$ cat config.mk
export PLATFORM = sky130hd
export DESIGN_NAME = slmc_top
export DESIGN_NICKNAME = d
export VERILOG_FILES = /design/src/common/slmc_pkg.sv /design/src/rtl/slmc_top.sv
export VERILOG_INCLUDE_DIRS = /design/src /design/src/common
export SDC_FILE = /design/constraint.sdc
export NUM_CORES = 1
export LEC_CHECK = 0
export BUFFER_PORTS_ARGS = -buffer_cell sky130_fd_sc_hd__buf_2
export CAP_MARGIN = 25
export CORE_MARGIN = 1.5
export CORE_UTILIZATION = 46
export DETAILED_ROUTE_END_ITERATION = 6
export PLACE_DENSITY = 0.81
export SYNTH_ARGS = -nofsm -noshare
export SYNTH_HDL_FRONTEND = slang
export SYNTH_SLANG_ARGS = --single-unit
$ cat constraint.sdc
create_clock -name pclk -period 2.7 [get_ports pclk]
set_clock_uncertainty 0.2 [all_clocks]
set_input_delay 0.27 -clock pclk [delete_from_list [all_inputs] [get_ports pclk]]
set_output_delay 0.27 -clock pclk [all_outputs]
set_load 0.02 [all_outputs]
$ cat src/common/slmc_cfg.svh
// register map, field positions, reset values and counts for slmc
`ifndef SLMC_CFG_SVH
`define SLMC_CFG_SVH

// register byte offsets
`define SLMC_OFF_ENABLES 12'h000
`define SLMC_OFF_LINCLK 12'h004
`define SLMC_OFF_STATUS 12'h008

// serial_ctrl_enables fields
`define SLMC_B_TXE_IRQ 7
`define SLMC_B_TXD_IRQ 6
`define SLMC_B_RX_IRQ 5
`define SLMC_B_QL_IRQ 4
`define SLMC_B_TX_ON 3
`define SLMC_B_RX_ON 2
`define SLMC_B_MUTE 1
`define SLMC_B_BRK 0

// serial_ctrl_lin_clock fields
`define SLMC_B_LIN 6
`define SLMC_B_CKEN 3
`define SLMC_B_CLOCK_POLARITY 2
`define SLMC_B_CLOCK_PHASE 1
`define SLMC_B_LBP 0
`define SLMC_LINCLK_WMASK 8'h4F

// reset values
`define SLMC_RST_ENABLES 8'h00
`define SLMC_RST_LINCLK 8'h00

// break low phase lengths in bits
`define SLMC_BRK_STD8 4'hA
`define SLMC_BRK_STD9 4'hB
`define SLMC_BRK_LIN8 4'hD
`define SLMC_BRK_LIN9 4'hE

`endif

$ cat src/common/slmc_pkg.sv
// types shared by the serial lin master control block
package slmc_pkg;

   // transmitter enable sequencing
   typedef enum logic [1:0] {
      SLMC_TX_OFF,
      SLMC_TX_WAIT,
      SLMC_TX_RUN
   } slmc_tx_state_t;

   typedef logic [7:0] slmc_reg_t;

endpackage

$ cat src/rtl/slmc_top.sv
// control registers, irq, break/idle requests and sync clock for slmc
//
// Behaviour
// RULE_01: tx empty flag raises irq when enabled
// RULE_02: tx done flag raises irq when enabled
// RULE_03: overrun or rx full raises irq
// RULE_04: idle line flag raises irq when enabled
// RULE_05: tx_on enables transmitter, software read/write
// RULE_06: tx_on pulse while busy sends idle preamble
// RULE_07: one bit time delay after tx_on
// RULE_08: rx_on enables receiver, hunts start bit
// RULE_09: rx_mute selects mute, hardware wake clears
// RULE_10: software receives one byte before muting
// RULE_11: address mark: mute writes ignored while full
// RULE_12: break_send set then clear sends one break
// RULE_13: bit 7 kept clear, bits 5:4 zero
// RULE_14: break length from lin mode and format
// RULE_15: sync_clock_pin_on enables clock pin
// RULE_16: clock_polarity sets idle clock level
// RULE_17: clock_phase places edge mid or start
// RULE_18: final_bit_pulse gates last clock pulse
// RULE_19: last bit is msb, 8th or 9th
// RULE_20: no clock setting changes while tx enabled; the block still accepts such writes and samples them live
// RULE_21: single irq is or of enabled sources
// RULE_22: control registers reset to zero
`timescale 1ns/1ps
`include "slmc_cfg.svh"

module slmc_top #(
   parameter int ADDR_W = 12
) (
   // clock, reset, enable
   input wire logic pclk,
   input wire logic presetn,
   input wire logic ce,
   // apb slave
   input wire logic psel,
   input wire logic penable,
   input wire logic pwrite,
   input wire logic [ADDR_W-1:0] paddr,
   input wire logic [31:0] pwdata,
   input wire logic [3:0] pstrb,
   output logic [31:0] prdata,
   output logic pready,
   output logic pslverr,
   // status flags from the data path
   input wire logic tx_buffer_empty_flag,
   input wire logic transmit_done_flag,
   input wire logic rx_full_flag,
   input wire logic overrun_flag,
   input wire logic quiet_line_flag,
   // format and wake-up from the other control register
   input wire logic nine_bit_format,
   input wire logic address_mark_rouse,
   input wire logic wake_seen,
   // transmitter timing from the shifter
   input wire logic bit_tick,
   input wire logic tx_busy,
   input wire logic word_end,
   input wire logic data_window,
   input wire logic data_bit_start,
   input wire logic data_bit_mid,
   input wire logic data_bit_last,
   // controls to the data path
   output logic tx_run,
   output logic rx_run,
   output logic rx_mute_out,
   output logic idle_req,
   output logic break_req,
   output logic [3:0] break_len,
   // synchronous clock pin and irq
   output logic sclk_o,
   output logic sclk_oe,
   output logic serial_irq
);
   import slmc_pkg::*;

   // elaboration check: the map needs room for three words
   if (ADDR_W < 4) begin : g_bad_addr
      $error("slmc_top: ADDR_W too small for register map");
   end

   slmc_reg_t ctl_en_q, ctl_lc_q;
   slmc_tx_state_t tx_st_q;
   logic [31:0] prdata_q, rdata_d;
   logic [3:0] brk_len_q, brk_len_d;
   logic [7:0] wbyte;
   logic pready_q, pslverr_q, irq_q, tx_run_q, tick_seen_q;
   logic idle_pend_q, idle_req_q, brk_pend_q, brk_req_q;
   logic sclk_q, pulse_q, sclk_oe_q, tx_fell_q, rx_run_q, mute_q;
   logic wr_en, rd_en, hit_en, hit_lc, hit_st, mapped;
   logic tx_on, rx_on, mute, brk_bit, mute_lock;
   logic tx_on_fall, tx_on_rise, brk_fall, irq_d, pulse_keep;

   // field views
   assign tx_on = ctl_en_q[`SLMC_B_TX_ON];
   assign rx_on = ctl_en_q[`SLMC_B_RX_ON];
   assign mute = ctl_en_q[`SLMC_B_MUTE];
   assign brk_bit = ctl_en_q[`SLMC_B_BRK];

   // apb decode; writes land at the edge that samples pready high
   assign hit_en = paddr[ADDR_W-1:2] == `SLMC_OFF_ENABLES >> 2;
   assign hit_lc = paddr[ADDR_W-1:2] == `SLMC_OFF_LINCLK >> 2;
   assign hit_st = paddr[ADDR_W-1:2] == `SLMC_OFF_STATUS >> 2;
   assign mapped = hit_en | hit_lc | hit_st;
   assign wr_en = psel & penable & pready_q & pwrite & pstrb[0];
   assign rd_en = psel & penable & ~pready_q & ~pwrite;
   assign wbyte = pwdata[7:0];

   // address mark wake-up freezes mute while a byte waits
   assign mute_lock = address_mark_rouse & rx_full_flag; // RULE_11

   // edges of software writes on tx_on and break_send
   assign tx_on_fall = wr_en & hit_en & tx_on
      & ~wbyte[`SLMC_B_TX_ON];
   assign tx_on_rise = wr_en & hit_en & ~tx_on
      & wbyte[`SLMC_B_TX_ON];
   assign brk_fall = wr_en & hit_en & brk_bit
      & ~wbyte[`SLMC_B_BRK];

   // apb ready: one wait state, then answer
   always_ff @(posedge pclk or negedge presetn) begin
      if (!presetn) begin
         pready_q <= 1'b0;
      end else if (ce) begin
         pready_q <= psel & penable & ~pready_q;
      end
   end

   // read data and error captured in the wait state
   always_comb begin
      rdata_d = 32'h0000_0000;
      if (hit_en) begin
         rdata_d[7:0] = ctl_en_q;
      end else if (hit_lc) begin
         rdata_d[7:0] = ctl_lc_q & `SLMC_LINCLK_WMASK; // RULE_13
      end else if (hit_st) begin
         rdata_d[0] = tx_buffer_empty_flag;
         rdata_d[1] = transmit_done_flag;
         rdata_d[2] = rx_full_flag;
         rdata_d[3] = overrun_flag;
         rdata_d[4] = quiet_line_flag;
         rdata_d[5] = tx_st_q == SLMC_TX_RUN;
         rdata_d[6] = brk_pend_q;
         rdata_d[7] = idle_pend_q;
      end
   end

   always_ff @(posedge pclk or negedge presetn) begin
      if (!presetn) begin
         prdata_q <= 32'h0000_0000;
         pslverr_q <= 1'b0;
      end else if (ce) begin
         if (psel & penable & ~pready_q) begin
            prdata_q <= rd_en ? rdata_d : 32'h0000_0000;
            pslverr_q <= ~mapped;
         end else begin
            pslverr_q <= 1'b0;
         end
      end
   end

   // first control register; hardware wake beats a software set
   always_ff @(posedge pclk or negedge presetn) begin
      if (!presetn) begin
         ctl_en_q <= `SLMC_RST_ENABLES; // RULE_22
      end else if (ce) begin
         if (wr_en && hit_en) begin
            // irq enables, tx_on, rx_on, break are plain bits
            ctl_en_q[7:2] <= wbyte[7:2]; // RULE_05 RULE_08
            ctl_en_q[`SLMC_B_BRK] <= wbyte[`SLMC_B_BRK]; // RULE_12
            if (!mute_lock) begin
               ctl_en_q[`SLMC_B_MUTE] <= wbyte[`SLMC_B_MUTE]; // RULE_09
            end
         end
         // wake-up clears mute, also over a same-cycle write
         if (wake_seen && mute) begin
            ctl_en_q[`SLMC_B_MUTE] <= 1'b0; // RULE_09
         end
      end
   end

   // second control register; bit 7 and bits 5:4 never stored
   always_ff @(posedge pclk or negedge presetn) begin
      if (!presetn) begin
         ctl_lc_q <= `SLMC_RST_LINCLK; // RULE_22
      end else if (ce) begin
         if (wr_en && hit_lc) begin
            ctl_lc_q <= wbyte & `SLMC_LINCLK_WMASK; // RULE_13
         end
      end
   end

   // start waits a whole bit time: first tick opens it, second ends it
   always_ff @(posedge pclk or negedge presetn) begin
      if (!presetn) begin
         tx_st_q <= SLMC_TX_OFF;
         tick_seen_q <= 1'b0;
      end else if (ce) begin
         tick_seen_q <= (tx_st_q == SLMC_TX_WAIT)
            & (tick_seen_q | bit_tick); // RULE_07
         case (tx_st_q)
            SLMC_TX_OFF: begin
               if (tx_on) begin
                  tx_st_q <= SLMC_TX_WAIT; // RULE_07
               end
            end
            SLMC_TX_WAIT: begin
               if (!tx_on) begin
                  tx_st_q <= SLMC_TX_OFF;
               end else if (bit_tick && tick_seen_q) begin
                  tx_st_q <= SLMC_TX_RUN; // RULE_07
               end
            end
            SLMC_TX_RUN: begin
               // a busy shifter finishes its word before stopping
               if (!tx_on && !tx_busy) begin
                  tx_st_q <= SLMC_TX_OFF; // RULE_05
               end
            end
            default: begin
               tx_st_q <= SLMC_TX_OFF;
            end
         endcase
      end
   end

   // transmitter run level towards the shifter
   always_ff @(posedge pclk or negedge presetn) begin
      if (!presetn) begin
         tx_run_q <= 1'b0;
      end else if (ce) begin
         tx_run_q <= (tx_st_q == SLMC_TX_RUN) & (tx_on | tx_busy);
      end
   end

   // tx_on low-then-high during a word arms an idle preamble;
   // the fall alone is remembered until the shifter goes idle
   always_ff @(posedge pclk or negedge presetn) begin
      if (!presetn) begin
         tx_fell_q <= 1'b0;
         idle_pend_q <= 1'b0;
      end else if (ce) begin
         if (tx_on_fall && tx_busy) begin
            tx_fell_q <= 1'b1;
         end else if (!tx_busy) begin
            tx_fell_q <= 1'b0;
         end
         if (tx_on_rise && (tx_fell_q || tx_busy)) begin
            idle_pend_q <= 1'b1; // RULE_06
         end else if (idle_req_q) begin
            idle_pend_q <= 1'b0;
         end
      end
   end

   // preamble issued once the current word completes
   always_ff @(posedge pclk or negedge presetn) begin
      if (!presetn) begin
         idle_req_q <= 1'b0;
      end else if (ce) begin
         idle_req_q <= idle_pend_q & ~idle_req_q
            & (word_end | ~tx_busy) & tx_on; // RULE_06
      end
   end

   // break_send set then cleared arms exactly one break word
   always_ff @(posedge pclk or negedge presetn) begin
      if (!presetn) begin
         brk_pend_q <= 1'b0;
      end else if (ce) begin
         if (brk_fall) begin
            brk_pend_q <= 1'b1; // RULE_12
         end else if (brk_req_q) begin
            brk_pend_q <= 1'b0;
         end
      end
   end

   // break leaves after the current word; idle goes first
   always_ff @(posedge pclk or negedge presetn) begin
      if (!presetn) begin
         brk_req_q <= 1'b0;
      end else if (ce) begin
         brk_req_q <= brk_pend_q & ~brk_req_q & ~idle_pend_q
            & (word_end | ~tx_busy)
            & (tx_st_q == SLMC_TX_RUN); // RULE_12
      end
   end

   // break low phase length from lin mode and word format
   always_comb begin
      case ({ctl_lc_q[`SLMC_B_LIN], nine_bit_format})
         2'b00: brk_len_d = `SLMC_BRK_STD8; // RULE_14
         2'b01: brk_len_d = `SLMC_BRK_STD9; // RULE_14
         2'b10: brk_len_d = `SLMC_BRK_LIN8; // RULE_14
         2'b11: brk_len_d = `SLMC_BRK_LIN9; // RULE_14
         default: brk_len_d = `SLMC_BRK_STD8;
      endcase
   end

   always_ff @(posedge pclk or negedge presetn) begin
      if (!presetn) begin
         brk_len_q <= `SLMC_BRK_STD8;
      end else if (ce) begin
         brk_len_q <= brk_len_d;
      end
   end

   // msb pulse kept only when final_bit_pulse is set
   assign pulse_keep = ~data_bit_last | ctl_lc_q[`SLMC_B_LBP]; // RULE_18 RULE_19

   // clock pulse: high half of a data bit, which half set by phase
   always_ff @(posedge pclk or negedge presetn) begin
      if (!presetn) begin
         pulse_q <= 1'b0;
      end else if (ce) begin
         if (!data_window) begin
            pulse_q <= 1'b0;
         end else if (data_bit_start) begin
            pulse_q <= ctl_lc_q[`SLMC_B_CLOCK_PHASE] & pulse_keep; // RULE_17
         end else if (data_bit_mid) begin
            pulse_q <= ~ctl_lc_q[`SLMC_B_CLOCK_PHASE] & pulse_keep; // RULE_17
         end
      end
   end

   // pin level: polarity outside the window, pulse xor polarity within
   // settings are sampled live, so changes with tx on glitch the pin
   always_ff @(posedge pclk or negedge presetn) begin
      if (!presetn) begin
         sclk_q <= 1'b0;
         sclk_oe_q <= 1'b0;
      end else if (ce) begin
         sclk_q <= ctl_lc_q[`SLMC_B_CLOCK_POLARITY] ^ pulse_q; // RULE_16 RULE_20
         sclk_oe_q <= ctl_lc_q[`SLMC_B_CKEN]; // RULE_15
      end
   end

   // one irq line from every enabled, still-set source
   always_comb begin
      irq_d = 1'b0;
      if (ctl_en_q[`SLMC_B_TXE_IRQ] && tx_buffer_empty_flag) begin
         irq_d = 1'b1; // RULE_01
      end
      if (ctl_en_q[`SLMC_B_TXD_IRQ] && transmit_done_flag) begin
         irq_d = 1'b1; // RULE_02
      end
      if (ctl_en_q[`SLMC_B_RX_IRQ]
            && (overrun_flag || rx_full_flag)) begin
         irq_d = 1'b1; // RULE_03
      end
      if (ctl_en_q[`SLMC_B_QL_IRQ] && quiet_line_flag) begin
         irq_d = 1'b1; // RULE_04
      end
   end

   // level held while any enabled flag stays set
   always_ff @(posedge pclk or negedge presetn) begin
      if (!presetn) begin
         irq_q <= 1'b0;
      end else if (ce) begin
         irq_q <= irq_d; // RULE_21
      end
   end

   // receiver controls are register bits; the receiver hunts
   // for a start bit from the first cycle rx_run is high
   always_ff @(posedge pclk or negedge presetn) begin
      if (!presetn) begin
         rx_run_q <= 1'b0;
         mute_q <= 1'b0;
      end else if (ce) begin
         rx_run_q <= rx_on; // RULE_08
         mute_q <= mute; // RULE_09
      end
   end

   // outputs, all from flip-flops
   assign prdata = prdata_q;
   assign pready = pready_q;
   assign pslverr = pslverr_q;
   assign tx_run = tx_run_q;
   assign rx_run = rx_run_q;
   assign rx_mute_out = mute_q;
   assign idle_req = idle_req_q;
   assign break_req = brk_req_q;
   assign break_len = brk_len_q;
   assign sclk_o = sclk_q;
   assign sclk_oe = sclk_oe_q;
   assign serial_irq = irq_q;

endmodule

* Word-level counts from Yosys, hierarchy flattened
Index checks and enable logic that the tools add are counted.
Word-level totals: register bits 66, input port bits 69, output and inout bits 46, logic and storage cells 135
Operators by class: eq/ne operators 13, mux-type cells 27, bitwise logic cells 44, reduce and logical (&&, ||, !) cells 30
Operator list (count):
- 8-bit two-way mux | 4
- 1-bit AND | 25
- 1-bit two-way mux | 16
- 4-bit case mux with 4 select lines | 1
- 2-bit AND reduction | 7
- 1-bit NOT | 12
- 1-bit logical AND | 11
- 10-bit by 1-bit == test with 1-bit output (second input constant) | 1
- 10-bit by 2-bit == test with 1-bit output (second input constant) | 1
- 10-bit zero test | 1
- 2-bit two-way mux | 5
- 2-bit == test (second input constant) | 3
- 1-bit OR | 6
- 2-bit case mux with 3 select lines | 1
- 2-bit nonzero test | 3
- 2-bit by 1-bit == test with 1-bit output (second input constant) | 2
- 2-bit zero test | 2
- 2-bit by 1-bit != test with 1-bit output (second input constant) | 2
- 2-bit != test (second input constant) | 2
- 4-bit AND reduction | 1
- 3-bit by 1-bit != test with 1-bit output (second input constant) | 1
- 3-bit by 2-bit != test with 1-bit output (second input constant) | 1
- 3-bit AND reduction | 1
- 1-bit zero test | 2
- 2 further kinds | 3

* Longest topological paths before layout
depth after elaboration 10, gate-level depth with buffers 5, gate-level depth less buffers 4

* Worst setup path after synthesis
OpenSTA, ideal clock, no wires.
kind register to register, start point register pready_q, in the netlist pready, end point register ctl_lc_q[6], setup time 0.125 ns, arrival 1.542 ns, required time 2.375 ns, slack 0.833 ns, cell stages (with the launch flop) 5, path buffers 0, clock period less this slack 1.867 ns, path through dfrtp_1 -> nand3_1 -> or2_1 -> nor4_4 -> mux2_4
Between the ends: longest elaborated chain between the ends 5
RTL lines:
- start: declaration | line slmc_top.sv:88 | logic pready_q, pslverr_q, irq_q, tx_run_q, tick_seen_q;
- start signal: assignment | line slmc_top.sv:126 | pready_q <= psel & penable & ~pready_q;
- 1-bit AND (3 in a row) | line slmc_top.sv:106 | assign wr_en = psel & penable & pready_q & pwrite & pstrb[0];
- 1-bit logical AND | line slmc_top.sv:188 | if (wr_en && hit_lc) begin
- 2-bit AND reduction (no source line)
- end signal: assignment | line slmc_top.sv:186 | ctl_lc_q <= `SLMC_RST_LINCLK;
- end signal: assignment | line slmc_top.sv:189 | ctl_lc_q <= wbyte & `SLMC_LINCLK_WMASK;
- end: declaration | line slmc_top.sv:83 | slmc_reg_t ctl_en_q, ctl_lc_q;
Every way passes these cells. A chain may end at the register's enable or synchronous reset.

* Worst setup path after layout
start point register pready_q, in the netlist pready, end point register ctl_lc_q[1]
The elaborated chain is that of the path after synthesis.

==> reports/results.env <==
RESULT_OF_THE_RUN='completed'
STARTPOINT='pready'
LEAKAGE_nW=1.29
FF2FF_PATH_DEPTH=4
FINAL-SEQ-AREA_UM2=1030
FIN_AREA_UM2=2620
MAX_FO_CRITICAL_PATH=5
DRIVE_ABOVE_1_SHARE_PCT=33.6
MULTI_INPUT_COMB_AREA_UM2=1020
END_KIND='register'
CRITPATHKIND='reg2reg'
FIN_CRIT_NS=1.91
SYNTH_LARGEST_TYPE_AREA_FRACTION_PCT=44.8
OVERFLOW=0
SYNTH_COMPOUND_AREA_SHARE_PCT=13.0
CTS.REPAIR.RESIZED=0
FLIP_FLOP_AND_LATCH_COUNT_AFTER_SYNTHESIS=41
CLOCK_PIN_SLEW_OF_THE_REGISTERS_ON_THE_WORST_CASE_SETUP_AND_HOLD_PATHS_NS=0.08
FINAL_CELLS=331
VIA_COUNT=1712
CLK_LATENCY_NS=0.30
FP.DIEW_UM=72.7
SYNTH_ADDER_AREA_SHARE_PCT=2.24
YS.WARNINGS.COUNT=0
NETLIST-CELL-TYPE-COUNT=44
SYNTH-SIMPLE-AREA-SHARE_PCT=15.2
CRIT-REG2REG-LAUNCH='pready'
FLOORPLAN.CORE_AREA_UM2=4690
DRC=0
VIAS_PER_CELL=5.17
TOTAL_OF_FILL_CELLS_IN_THE_FINISHED_DESIGN=427
GLOBAL_ROUTE_WIRE_LENGTH_BEFORE_REPAIR_MM=7.43
DP.CELLS=321
ARRIVAL_NS=1.90
CLOCKROOTBUFFER='sky130_fd_sc_hd__clkbuf_8'
SW_FRAC_OF_TOTAL_PCT=25.1
IOPINCOUNT=115
DR.PASS1.ITERS=4
GP_CONGESTION=0.825
YS_ASYNC_SR_FRACTION_PCT=100
SLEW_HEADROOM_PCT=41.1
POSTSYNTHCELLCOUNT=216
CLOCK.FMAX_GHz=0.524
FINAL_NUMBER_OF_MAX_TRANSITION_VIOLATIONS=0
WHS_NS=0.00679
MIN_PATH_CELLS=2
FINAL_HOLD_VIOL_COUNT=0
MAX_SLEW.WORST_PIN.SLEW_NS=0.883
WL_FINAL_MM=4.75
DIEHEIGHT_UM=72.7
WORSTHOLDSTART='pwdata[6]'
SYNTHMOSTINSTANTIATEDCELL='sky130_fd_sc_hd__dfrtp_1'
GRT_MAX_DEGREE=42
SEQ_AREA_FRAC_SYNTH_PCT=45.9
STARTPOINT_TYPE='register'
ANTENNA_VIOLATING_NETS_POST_ROUTE=0
SYNTHXORXNORAREAFRAC_PCT=0.783
CLOCK_POWER_SHARE_PCT=39.9
NETS=349
SETUP-VIOLATIONS-FINAL=0
POST_SYNTH.CELL_AREA_AVG_UM2=10.4
ANTENNA_CELL_COUNT=0
DPL-INSTANCE-AREA_UM2=2480
SYNTH_TOP_FAMILY_BY_AREA='simple AND/OR/NAND/NOR gates'
YOSYS.AREA.TOP_TYPE='sky130_fd_sc_hd__dfrtp_1'
ANTENNA_FOUND_INITIAL=0
SYNTH_TOP_CELLS_BY_AREA='sky130_fd_sc_hd__dfrtp_1, sky130_fd_sc_hd__buf_4, sky130_fd_sc_hd__mux2_2, sky130_fd_sc_hd__o21ai_0, sky130_fd_sc_hd__nand2_1'
YOSYS-TOP-CELLS-COUNT='sky130_fd_sc_hd__dfrtp_1, sky130_fd_sc_hd__buf_4, sky130_fd_sc_hd__nand2_1'
DRT_INITIAL_VIOLATIONS=74
SHARE_OF_THE_CLOCK_PERIOD_USED_BY_THE_WORST_PATH_PCT=70.7
CTS_HOLD_REPAIR.BUFFERS=2
SYNTHMUXAREASHARE_PCT=10.2
INITIAL_UTIL_PCT=47.7
SETUP_TOTAL_NEGATIVE_SLACK_NS=0
CLOCK_TREE.HTREE_LEVEL_COUNT=2
CTS_MADE_BUFFERS=5
SYNTH-EDFF-COUNT=0
MIN_PATH_TYPE='in2reg'
PORTBUFFERS=60
POWER_REPORT.INTERNAL_TOTAL_mW=0.971
SYNTH.CELL_AREA_UM2=2240
CELLPOWERDENSITY_nW_PER_UM2=495
NETSWITCHINGPOWER_mW=0.325
GRT_PASS1_VIAS=1509
CTS_MAX_PATH_BUFFERS=2
DPL.HPWL_MM=3.65
POWER_FRAC_SEQ_PCT=48.7
FLOORPLAN.ROWS=25
GLOBAL_ROUTE.USAGE.TOTAL_PCT=18.7
WORSTPATHREQUIRED_NS=2.69
MAXCAPVIOLATIONS=0
SYNTHFLOPTYPE='sky130_fd_sc_hd__dfrtp_1'
CLOCK_TREE_FROM_TRITONCTS='done'
MAX-VDD-IR-DROP_uV=344
RSZ0062_AT_GRT='false'
COMBINATIONALPOWERSHARE_PCT=11.4
CTS_NUM_SINKS=41
CTS_POST_SETUP_BUFFERS_INSERTED=0
AREA.GROWTH.SYNTH_TO_FINAL_PCT=17.0
WL_PER_CELL_UM=14.4
DIE_AREA_UM2=5290
-- placed cells by master, fill, tap and decap left out, types with 2 or more instances in the layout --
master	netlist	layout
sky130_fd_sc_hd__inv_1	13	13
sky130_fd_sc_hd__nand2b_1	2	2
sky130_fd_sc_hd__nand4b_1	2	2
sky130_fd_sc_hd__buf_2	0	60
sky130_fd_sc_hd__a21oi_1	11	11
sky130_fd_sc_hd__nor3_1	2	2
sky130_fd_sc_hd__nand2_1	18	18
sky130_fd_sc_hd__dfrtp_1	40	40
sky130_fd_sc_hd__o31ai_1	2	2
sky130_fd_sc_hd__o221ai_1	5	5
sky130_fd_sc_hd__o21ai_0	15	15
sky130_fd_sc_hd__mux2_4	3	3
sky130_fd_sc_hd__conb_1	2	25
sky130_fd_sc_hd__dlygate4sd3_1	0	2
sky130_fd_sc_hd__mux2i_1	6	6
sky130_fd_sc_hd__nor4_4	3	3
sky130_fd_sc_hd__ha_1	4	4
sky130_fd_sc_hd__nand4_1	2	2
sky130_fd_sc_hd__nand3_1	3	3
sky130_fd_sc_hd__a32o_1	2	2
sky130_fd_sc_hd__a31oi_1	3	3
sky130_fd_sc_hd__nor2b_1	6	6
sky130_fd_sc_hd__clkbuf_8	0	6
sky130_fd_sc_hd__nor2_1	8	8
sky130_fd_sc_hd__mux2_2	11	11
-- power groups by stage --
stage | registers, mW | clock network (mW) | logic (mW)
after floorplan | 0.652 | 0 | 0.0996
after global placement | 0.643 | 0 | 0.144
after detailed placement | 0.643 | 0 | 0.147
after CTS | 0.631 | 0.528 | 0.149
after global routing | 0.632 | 0.559 | 0.163
final | 0.631 | 0.517 | 0.148
-- cell type report --
class,instances,share of cell area (%)
well taps,54,2.58
inverters,14,2.01
clock inverters,2,1.43
clock buffers,6,3.16
repair buffers,63,12.5
multi-input cells,151,39.0
flip-flops and latches,41,39.3
-- kinds of logic (layout without fill, tap and decap cells) --
| group | count (synthesis) | count (layout) |
|---|---|---|
| flip-flops | 41 | 41 |
| XOR/XNOR | 2 | 2 |
| multiplexers | 20 | 20 |
| AND/OR/NAND/NOR | 55 | 55 |
| other | 2 | 25 |
| AO/OA/AOI/OAI | 45 | 45 |
| adder cells (fa/ha/maj) | 4 | 4 |
| buffers and inverters | 47 | 85 |
-- path summary, 6_finish.rpt --
path | end | slack (ns)
hold reg to reg | prdata[4] | 0.28
setup / recovery | ctl_lc_q[1] | 0.79
max in group asynchronous | ctl_en_q[7] | 1.31
setup reg to reg | ctl_lc_q[1] | 0.79
min in group asynchronous | idle_req | 0.43
hold / removal | ctl_lc_q[6] | 0.007
-- stage by stage --
step / setup slack (ns) / util (%) / total power [mW]
floorplan: 0.833 / - / 0.752
global placement: 0.668 / 52.8 / 0.787
detailed placement: 0.660 / 52.8 / 0.790
CTS: 0.797 / 55.8 / 1.31
global route: 0.715 / 55.8 / 1.35
finish: 0.792 / 55.8 / 1.30
-- critical path: stages, from the launching register on --
cell,delay [ns]
sky130_fd_sc_hd__dfrtp_1,0.40
sky130_fd_sc_hd__nand3_1,0.12
sky130_fd_sc_hd__or2_1,0.30
sky130_fd_sc_hd__nor4_4,0.42
sky130_fd_sc_hd__mux2_4,0.35
-- state kept, by name (all words and copies together), names as in the netlist --
| name | count |
|---|---|
| ctl_en_q | 8 |
| prdata | 8 |
| ctl_lc_q | 5 |
| break_len | 3 |
| tx_st_q | 2 |
| break_req | 1 |
| brk_pend_q | 1 |
| idle_pend_q | 1 |
| idle_req | 1 |
| pready | 1 |
| pslverr | 1 |
| pulse_q | 1 |
| rx_mute_out | 1 |
| rx_run | 1 |
| sclk_o | 1 |
| sclk_oe | 1 |
| serial_irq | 1 |
| tick_seen_q | 1 |
| tx_fell_q | 1 |
| tx_run | 1 |
-- per-layer routing --
layer | vias to the layer above | GRT usage (%) | share of wire (%)
li1 | 819 | - | -
met1 | 819 | 25.0 | 45
met2 | 70 | 29.8 | 48
met3 | 4 | 5.52 | 6.2
met4 | 0 | 4.82 | 0.57
met5 | - | 0 | 0
Power figures use the tool's default switching activity.
